===== src/inc/idbs_cfg.svh =====
`ifndef IDBS_CFG_SVH
`define IDBS_CFG_SVH
// datapath widths
`define IDBS_WORD_W 16
`define IDBS_DWORD_W 32
`define IDBS_REG_SEL_W 4
// shift amount field width, largest shift 15
`define IDBS_SHAMT_W 4
// iteration counter width and divide iteration count (one per divisor bit)
`define IDBS_CNT_W 5
`define IDBS_DIV_ITER 5'h10
// fixed destination registers for quotient and remainder
`define IDBS_QUOT_REG 4'h0
`define IDBS_REM_REG 4'h1
`endif


===== src/inc/idbs_pkg.sv =====
package idbs_pkg;
  // operation codes presented by the decoder
  typedef enum logic [2:0] {
    IDBS_OP_NONE = 3'h0,
    IDBS_OP_ARITHMETIC_RIGHT_SHIFT = 3'h1,
    IDBS_OP_SHIFT_LEFT = 3'h2,
    IDBS_OP_LOGICAL_RIGHT_SHIFT = 3'h3,
    IDBS_OP_DIV = 3'h4
  } idbs_op_t;
  // divider states, one-hot
  typedef enum logic [2:0] {
    IDBS_DV_IDLE = 3'b001,
    IDBS_DV_RUN = 3'b010,
    IDBS_DV_DONE = 3'b100
  } idbs_dv_state_t;
endpackage : idbs_pkg


===== src/inc/idbs_div_if.sv =====
`timescale 1ns/1ps
`include "idbs_cfg.svh"
// start/operands to the divide engine, results back
interface idbs_div_if;
  logic start;
  logic is_signed;
  logic [`IDBS_DWORD_W-1:0] dividend;
  logic [`IDBS_WORD_W-1:0] divisor;
  logic busy;
  logic done;
  logic [`IDBS_WORD_W-1:0] quotient;
  logic [`IDBS_WORD_W-1:0] remainder;
  modport ctrl (output start, is_signed, dividend, divisor, input busy, done, quotient, remainder);
  modport eng (input start, is_signed, dividend, divisor, output busy, done, quotient, remainder);
endinterface : idbs_div_if


===== src/rtl/idbs_shifter.sv =====
`timescale 1ns/1ps
`include "idbs_cfg.svh"
// single-cycle barrel shifter
module idbs_shifter (
  input wire logic [2:0] op,
  input wire logic [`IDBS_WORD_W-1:0] src,
  input wire logic [`IDBS_SHAMT_W-1:0] shamt,
  output logic [`IDBS_WORD_W-1:0] res
);
  logic [`IDBS_WORD_W-1:0] stage [0:`IDBS_SHAMT_W];
  logic fill;
  assign fill = (op == 3'h1) ? src[`IDBS_WORD_W-1] : 1'b0;
  assign stage[0] = src;
  // log stages: one per bit of shift amount
  genvar g;
  generate
    for (g = 0; g < `IDBS_SHAMT_W; g++) begin : g_stage
      localparam int N = 1 << g;
      always_comb begin
        if (!shamt[g]) begin
          stage[g+1] = stage[g];
        end else if (op == 3'h2) begin
          stage[g+1] = {stage[g][`IDBS_WORD_W-1-N:0], {N{1'b0}}};
        end else begin
          // sign fill high; zero fill high
          stage[g+1] = {{N{fill}}, stage[g][`IDBS_WORD_W-1:N]};
        end
      end
    end
  endgenerate
  assign res = stage[`IDBS_SHAMT_W];
endmodule : idbs_shifter


===== src/rtl/idbs_divider.sv =====
`timescale 1ns/1ps
`include "idbs_cfg.svh"
// iterative restoring divider, 16 iterations
module idbs_divider (
  input wire logic sys_clk,
  input wire logic srst,
  idbs_div_if.eng dv
);
  typedef struct packed {
    idbs_pkg::idbs_dv_state_t st;
    logic [`IDBS_CNT_W-1:0] cnt;
    logic [`IDBS_DWORD_W-1:0] num;
    logic [`IDBS_WORD_W:0] rem;
    logic [`IDBS_WORD_W-1:0] den;
    logic neg_q;
    logic neg_r;
    logic [`IDBS_WORD_W-1:0] q;
    logic [`IDBS_WORD_W-1:0] r;
  } idbs_dv_s_t;
  idbs_dv_s_t s_q, s_d;
  logic [`IDBS_WORD_W:0] trial;
  always_comb begin
    s_d = s_q;
    trial = '0;
    case (s_q.st)
      idbs_pkg::IDBS_DV_IDLE: begin
        if (dv.start) begin
          s_d.neg_q = dv.is_signed & (dv.dividend[`IDBS_DWORD_W-1] ^ dv.divisor[`IDBS_WORD_W-1]);
          s_d.neg_r = dv.is_signed & dv.dividend[`IDBS_DWORD_W-1];
          s_d.num = (dv.is_signed && dv.dividend[`IDBS_DWORD_W-1]) ? -dv.dividend : dv.dividend;
          s_d.den = (dv.is_signed && dv.divisor[`IDBS_WORD_W-1]) ? -dv.divisor : dv.divisor;
          // high half seeds partial remainder; low half shifts in
          s_d.rem = {1'b0, s_d.num[`IDBS_DWORD_W-1:`IDBS_WORD_W]};
          s_d.cnt = '0;
          s_d.st = idbs_pkg::IDBS_DV_RUN;
        end
      end
      idbs_pkg::IDBS_DV_RUN: begin
        trial = {s_q.rem[`IDBS_WORD_W-1:0], s_q.num[`IDBS_WORD_W-1]};
        s_d.num = {s_q.num[`IDBS_DWORD_W-1:`IDBS_WORD_W], s_q.num[`IDBS_WORD_W-2:0], 1'b0};
        if (trial >= {1'b0, s_q.den}) begin
          s_d.rem = trial - {1'b0, s_q.den};
          s_d.num[0] = 1'b1;
        end else begin
          s_d.rem = trial;
        end
        s_d.cnt = s_q.cnt + 5'h01;
        if (s_d.cnt == `IDBS_DIV_ITER) begin
          s_d.q = s_q.neg_q ? -s_d.num[`IDBS_WORD_W-1:0] : s_d.num[`IDBS_WORD_W-1:0];
          s_d.r = s_q.neg_r ? -s_d.rem[`IDBS_WORD_W-1:0] : s_d.rem[`IDBS_WORD_W-1:0];
          s_d.st = idbs_pkg::IDBS_DV_DONE;
        end
      end
      idbs_pkg::IDBS_DV_DONE: s_d.st = idbs_pkg::IDBS_DV_IDLE;
      default: s_d.st = idbs_pkg::IDBS_DV_IDLE;
    endcase
  end
  // state register
  always_ff @(posedge sys_clk) begin
    if (srst) begin
      s_q <= '{st: idbs_pkg::IDBS_DV_IDLE, default: '0};
    end else begin
      s_q <= s_d;
    end
  end
  assign dv.busy = (s_q.st != idbs_pkg::IDBS_DV_IDLE);
  assign dv.done = (s_q.st == idbs_pkg::IDBS_DV_DONE);
  assign dv.quotient = s_q.q;
  assign dv.remainder = s_q.r;
endmodule : idbs_divider


===== src/rtl/idbs_datapath.sv =====
`timescale 1ns/1ps
`include "idbs_cfg.svh"
module idbs_datapath (
  input wire logic sys_clk,
  input wire logic srst,
  input wire logic op_valid,
  input wire logic [2:0] op_code,
  input wire logic div_long,
  input wire logic div_signed,
  input wire logic [`IDBS_REG_SEL_W-1:0] src_sel,
  input wire logic [`IDBS_REG_SEL_W-1:0] divisor_source_reg,
  input wire logic [`IDBS_REG_SEL_W-1:0] dst_sel,
  input wire logic [`IDBS_SHAMT_W-1:0] shamt,
  input wire logic [`IDBS_WORD_W-1:0] rd_data_a,
  input wire logic [`IDBS_WORD_W-1:0] rd_data_b,
  input wire logic [`IDBS_WORD_W-1:0] rd_data_c,
  output logic [`IDBS_REG_SEL_W-1:0] rd_sel_a,
  output logic [`IDBS_REG_SEL_W-1:0] rd_sel_b,
  output logic [`IDBS_REG_SEL_W-1:0] rd_sel_c,
  output logic op_ready,
  output logic wr_en,
  output logic [`IDBS_REG_SEL_W-1:0] wr_sel,
  output logic [`IDBS_WORD_W-1:0] wr_data,
  output logic wr2_en,
  output logic [`IDBS_REG_SEL_W-1:0] wr2_sel,
  output logic [`IDBS_WORD_W-1:0] wr2_data,
  output logic div_done
);
  // ********************
  // divider and shifter
  // ********************
  idbs_div_if dv ();
  idbs_divider u_div (
    .sys_clk(sys_clk),
    .srst(srst),
    .dv(dv.eng)
  );
  logic [`IDBS_WORD_W-1:0] sh_res;
  logic [`IDBS_WORD_W-1:0] lo_word;
  // source is the named register, odd or even
  assign lo_word = src_sel[0] ? rd_data_b : rd_data_a;
  // multi-bit shift in the same cycle
  idbs_shifter u_sh (
    .op(op_code),
    .src(lo_word),
    .shamt(shamt),
    .res(sh_res)
  );

  // ********************
  // operand selection
  // ********************
  // even register holds low half, odd partner high half
  assign rd_sel_a = {src_sel[`IDBS_REG_SEL_W-1:1], 1'b0};
  assign rd_sel_b = {src_sel[`IDBS_REG_SEL_W-1:1], 1'b1};
  assign rd_sel_c = divisor_source_reg;
  logic is_div;
  logic is_shift;
  logic accept;
  assign is_div = op_valid && (op_code == idbs_pkg::IDBS_OP_DIV);
  assign is_shift = op_valid && (op_code == idbs_pkg::IDBS_OP_ARITHMETIC_RIGHT_SHIFT
                                 || op_code == idbs_pkg::IDBS_OP_SHIFT_LEFT
                                 || op_code == idbs_pkg::IDBS_OP_LOGICAL_RIGHT_SHIFT);
  // no new operation while divide runs
  assign accept = !dv.busy && op_ready;
  // for a 16-bit dividend the source register is sign-extended when signed, zero-extended otherwise
  always_comb begin
    dv.start = is_div && accept;
    dv.is_signed = div_signed;
    if (div_long) begin
      dv.dividend = {rd_data_b, rd_data_a};
    end else if (div_signed) begin
      dv.dividend = {{`IDBS_WORD_W{lo_word[`IDBS_WORD_W-1]}}, lo_word};
    end else begin
      dv.dividend = {{`IDBS_WORD_W{1'b0}}, lo_word};
    end
    dv.divisor = rd_data_c;
  end

  // ********************
  // result registers
  // ********************
  typedef struct packed {
    logic rdy;
    logic we;
    logic [`IDBS_REG_SEL_W-1:0] ws;
    logic [`IDBS_WORD_W-1:0] wd;
    logic we2;
    logic [`IDBS_REG_SEL_W-1:0] ws2;
    logic [`IDBS_WORD_W-1:0] wd2;
    logic dn;
  } idbs_dp_s_t;
  idbs_dp_s_t s_q, s_d;
  // write-back next state
  always_comb begin
    s_d = s_q;
    s_d.we = 1'b0;
    s_d.we2 = 1'b0;
    s_d.dn = 1'b0;
    s_d.rdy = !(dv.busy || dv.start);
    if (is_shift && accept) begin
      s_d.we = 1'b1;
      s_d.ws = dst_sel;
      s_d.wd = sh_res;
    end
    if (dv.done) begin
      s_d.we = 1'b1;
      s_d.ws = `IDBS_QUOT_REG;
      s_d.wd = dv.quotient;
      s_d.we2 = 1'b1;
      s_d.ws2 = `IDBS_REM_REG;
      s_d.wd2 = dv.remainder;
      s_d.dn = 1'b1;
    end
  end
  // registers
  always_ff @(posedge sys_clk) begin
    if (srst) begin
      s_q <= '{rdy: 1'b1, default: '0};
    end else begin
      s_q <= s_d;
    end
  end
  assign op_ready = s_q.rdy;
  assign wr_en = s_q.we;
  assign wr_sel = s_q.ws;
  assign wr_data = s_q.wd;
  assign wr2_en = s_q.we2;
  assign wr2_sel = s_q.ws2;
  assign wr2_data = s_q.wd2;
  assign div_done = s_q.dn;
endmodule : idbs_datapath


===== config.mk =====
export PLATFORM = sky130hd
export DESIGN_NAME = idbs_datapath
export DESIGN_NICKNAME = d
export VERILOG_FILES = /design/src/inc/idbs_pkg.sv /design/src/inc/idbs_div_if.sv /design/src/rtl/idbs_shifter.sv /design/src/rtl/idbs_divider.sv /design/src/rtl/idbs_datapath.sv
export VERILOG_INCLUDE_DIRS = /design/src /design/src/inc
export SDC_FILE = /design/constraint.sdc
export NUM_CORES = 1
export LEC_CHECK = 0
export BUFFER_PORTS_ARGS = -buffer_cell sky130_fd_sc_hd__buf_2
export CORE_UTILIZATION = 50
export DETAILED_ROUTE_END_ITERATION = 6
export PLACE_DENSITY = 0.67
export SYNTH_ARGS = -nofsm -noshare
export SYNTH_HDL_FRONTEND = slang
export SYNTH_SLANG_ARGS = --single-unit

===== constraint.sdc =====
create_clock -name sys_clk -period 6.4 [get_ports sys_clk]
set_input_delay 1.6 -clock sys_clk [delete_from_list [all_inputs] [get_ports sys_clk]]
set_output_delay 1.6 -clock sys_clk [all_outputs]
set_load 0.01 [all_outputs]

==> results.md <==
* PnR Total Power at ~2.6 mW
* Largest fanout on the critical path at slightly above 40
* Final setup vio count at 0
* Core utilization of the finished layout at between 50% and 60%
* Routed wire length at between 30 and 40 mm
* Number of different library cells in the post-synthesis netlist at 83
* LEAKAGE at about 4.4 nW
* Number of design-rule violations left by the first detailed-router iteration at roughly 840
* Max incr delay on CP at approximately 0.58 ns
* Share of synthesized area occupied by flip-flops and latches at a little over a quarter
* Ant. Diodes at 0
* CTS Buf Count at 17
* WHS Path Cells at 2
* Most used standard cells in the synthesized netlist: sky130_fd_sc_hd__nor2_1 (160), sky130_fd_sc_hd__nand2_1 (148), sky130_fd_sc_hd__a21oi_1 (142)
* Die width at about 140 µm
* Final Skew at 0.00936 ns
* Fraction of layout instances using a drive strength above 1 at 14.2%
* Most frequently used cell type in the post-synthesis netlist: sky130_fd_sc_hd__nor2_1
* Total core area at approximately 20000 µm²
* Maximum number of pins on one net before global-route repair at 70
* Yosys top cell area share at between 20% and 30%
* Family of cells with the greatest summed delay on the critical path: buffers and inverters
* List of cells traversed by the critical path: buf_2 > nand2b_1 > buf_4 > mux2i_1 > ha_1 > and3b_1 > and2_1 > a31oi_1 > xor2_1 > nor2_1 > a221oi_1 > nor2_1
* Filler-free cell count of the finished design at 1650
* Clk Tree Root Cell: sky130_fd_sc_hd__clkbuf_16
* Vias per cell at about 6.1
* Synthesized instance count at 1343
* Die Height at 143 µm
* Number of logic stages on the critical path including buffering at 12
* Run status: finished, final reports clean
* Slowest CP cell: sky130_fd_sc_hd__buf_2
* Number of antenna violations at the first check in global routing at 0
* Worst Hold Class: reg2reg
* Global-route wire length before repair at roughly 50 mm
* Total number of vias at about 10000
* Hold-fix buffers at CTS at 0
* TritonCTS clock tree: yes
* Reg2Reg Depth at 12
* Synth Warn # at 0
* Placed instance count at between 1500 and 2000
* DRC viols at 0
* VDD IR-drop max at around 0.00013 V
* Number of enable flip-flop cells after synthesis at 0
* Clk_lat worst skew at 0.43 ns
* Sum of net half-perimeters after detailed placement at 23.3 mm
* Final critical-path share of the clock period at 66.6%
* Busiest layer in global routing: met2
* Crit. End Element: flip-flop
* Average size of a mapped cell at approximately 7.4 µm²
* Cell with the most instances on the worst path: sky130_fd_sc_hd__nor2_1
* Fin crit period at about 4.3 ns
* Post-route cell area at 11000 µm²
* Final Hold Violating Endpoints at 0
* Area of the die at slightly above 20000 µm²
* Data arrival time of the worst path at roughly 4.6 ns
* Clock H-tree levels at 4
* Max-Slew Margin vs Limit at between 30% and 40%
* Req. time, crit path at about 6.7 ns
* Power density relative to cell area at between 200 and 250 nW/µm²
* Final global-route overflow total at 0
* Grt met2 use at approximately 48%
* Starting utilization of the core area at roughly half
* Type of the worst setup path: in2reg
* Max Transition Viols Final at 0
* Met1 Use GR at ~43%
* Quantity of gates resized following cts at 0
* Synthesized flop and latch total at between 100 and 150
* Syn Std Cell Area at ~10000 µm²
* Number of maximum-capacitance violations at 0
* Most instantiated flip-flop cell in the synthesis netlist: sky130_fd_sc_hd__dfxtp_1
* Measured slew at the worst slew-check pin at about 0.9 ns
* Gp weighted congestion at a little over 0.9
* Most area-consuming cells after synthesis: sky130_fd_sc_hd__dfxtp_1 (26%), sky130_fd_sc_hd__a21oi_1 (7.1%), sky130_fd_sc_hd__mux2i_1 (7.1%)
* Antenna Violating Nets Remaining at 0
* Maximum number of buffers from clock root to sink at 2
* Cell area after placement at roughly 10000 µm²
* Proportion of register bits with asynchronous set or reset after synthesis at 0%
* WL per Instance at 18.8 µm
* Fraction of met3 tracks used by global routing at about 5.5%
* 1st-pass router iterations at 6
* Fmax at ~0.23 GHz
* Setup repair bufs after CTS at 0
* GR Util All Layers at 30.7%
* Setup repair after global routing missed its margin: no
* Final net count at 1466
* Post-synthesis to final-layout area growth at 10.7%
* Cell taking the most area after synthesis: sky130_fd_sc_hd__dfxtp_1
* Worst path bufs/invs at 2
* Total Negative Setup Slacks at 0 ns
* Vias in the first global route at 8924
* Num ports at approximately 130
* Worst setup SP type: input port
* Number of rows in the core area at 51
* CTS clock-pin slew for the worst setup and hold paths at 0.07 ns
* Clock tree sinks at between 100 and 150
* PortBufs at around 110
==> worst min-delay path, stage by stage, from the launching register on <==
cell                      delay [ns]
sky130_fd_sc_hd__dfxtp_1        0.31
sky130_fd_sc_hd__nand2_1        0.05
sky130_fd_sc_hd__a21oi_1        0.05
==> through the flow <==
step	setup WS [ns]	hold slack, ns
floorplan	2.55	0.425
global placement	1.71	0.440
detailed placement	1.75	0.443
CTS	2.18	0.454
global route	1.90	0.469
finish	2.14	0.449
==> cell families after synthesis <==
logic type	synth area share [%]
flip-flops	26.2
buffers and inverters	6.19
AND/OR/NAND/NOR	22.7
AO/OA/AOI/OAI	27.2
adder cells (fa/ha/maj)	2.84
multiplexers	9.74
other	0.0755
XOR/XNOR	5.11
==> final cells by class <==
| cell class | count | area [µm²] |
|---|---|---|
| Fill cell | 1901 | 8450 |
| Multi-Input combinational cell | 1075 | 6760 |
| Sequential cell | 130 | 2600 |
| Timing Repair Buffer | 115 | 603 |
| Clock buffer | 17 | 425 |
| Tap cell | 265 | 332 |
| Clock inverter | 15 | 161 |
| Inverter | 33 | 126 |
==> flip-flops by register name, summed over array words and instances, names as in the netlist <==
name,cells
u_div.s_q,58
u_div.dv.quotient,16
u_div.dv.remainder,16
wr2_data,16
wr_data,16
wr_sel,4
op_ready,1
wr2_en,1
wr2_sel,1
wr_en,1
==> worst paths after layout <==
path	startpoint	endpoint	slack (ns)
hold reg to reg	u_div.dv.remainder[6]$_SDFFE_PP0P_	wr2_data[6]$_SDFFE_PP0P_	0.45
setup reg to reg	u_div.s_q[63]$_SDFFE_PP0P_	u_div.dv.remainder[14]$_SDFFE_PP0P_	2.62
hold / removal	u_div.dv.remainder[6]$_SDFFE_PP0P_	wr2_data[6]$_SDFFE_PP0P_	0.45
setup / recovery	div_long	u_div.s_q[50]$_SDFFE_PP0P_	2.14
==> placed cells by master (no fill, tap or decap), types with 8 or more instances in the layout <==
cell,synthesis,routed
sky130_fd_sc_hd__xor2_1,31,31
sky130_fd_sc_hd__a31oi_1,14,14
sky130_fd_sc_hd__o21ai_0,73,73
sky130_fd_sc_hd__mux2_2,15,15
sky130_fd_sc_hd__dfxtp_1,130,130
sky130_fd_sc_hd__mux2i_1,71,71
sky130_fd_sc_hd__a211oi_1,34,34
sky130_fd_sc_hd__a22oi_1,21,21
sky130_fd_sc_hd__nand2b_1,10,10
sky130_fd_sc_hd__nand2_1,148,148
sky130_fd_sc_hd__or3_1,13,13
sky130_fd_sc_hd__nand3_1,31,31
sky130_fd_sc_hd__clkbuf_16,0,17
sky130_fd_sc_hd__o211ai_1,13,13
sky130_fd_sc_hd__a21oi_1,142,142
sky130_fd_sc_hd__buf_2,13,104
sky130_fd_sc_hd__inv_1,32,32
sky130_fd_sc_hd__nand3b_1,8,8
sky130_fd_sc_hd__a21o_1,14,14
sky130_fd_sc_hd__buf_4,16,11
sky130_fd_sc_hd__ha_1,21,21
sky130_fd_sc_hd__xnor2_1,27,27
sky130_fd_sc_hd__nor3_1,32,32
sky130_fd_sc_hd__nor2_1,160,158
sky130_fd_sc_hd__o21a_1,11,11
sky130_fd_sc_hd__a211o_1,8,8
sky130_fd_sc_hd__a221oi_1,11,11
sky130_fd_sc_hd__and3_1,16,15
sky130_fd_sc_hd__and2_1,10,10
==> where the power goes <==
part	internal, mW	switching, mW
clock network	0.553	0.420
registers	0.824	0.0144
logic	0.274	0.495
==> metal layers <==
layer | share of wire, % | vias up
met5 | 0 | -
met2 | 45 | 418
li1 | - | 4932
met1 | 45 | 4708
met4 | 2.5 | 0
met3 | 7.4 | 60
Note: power is estimated with default switching activity, not from simulation.
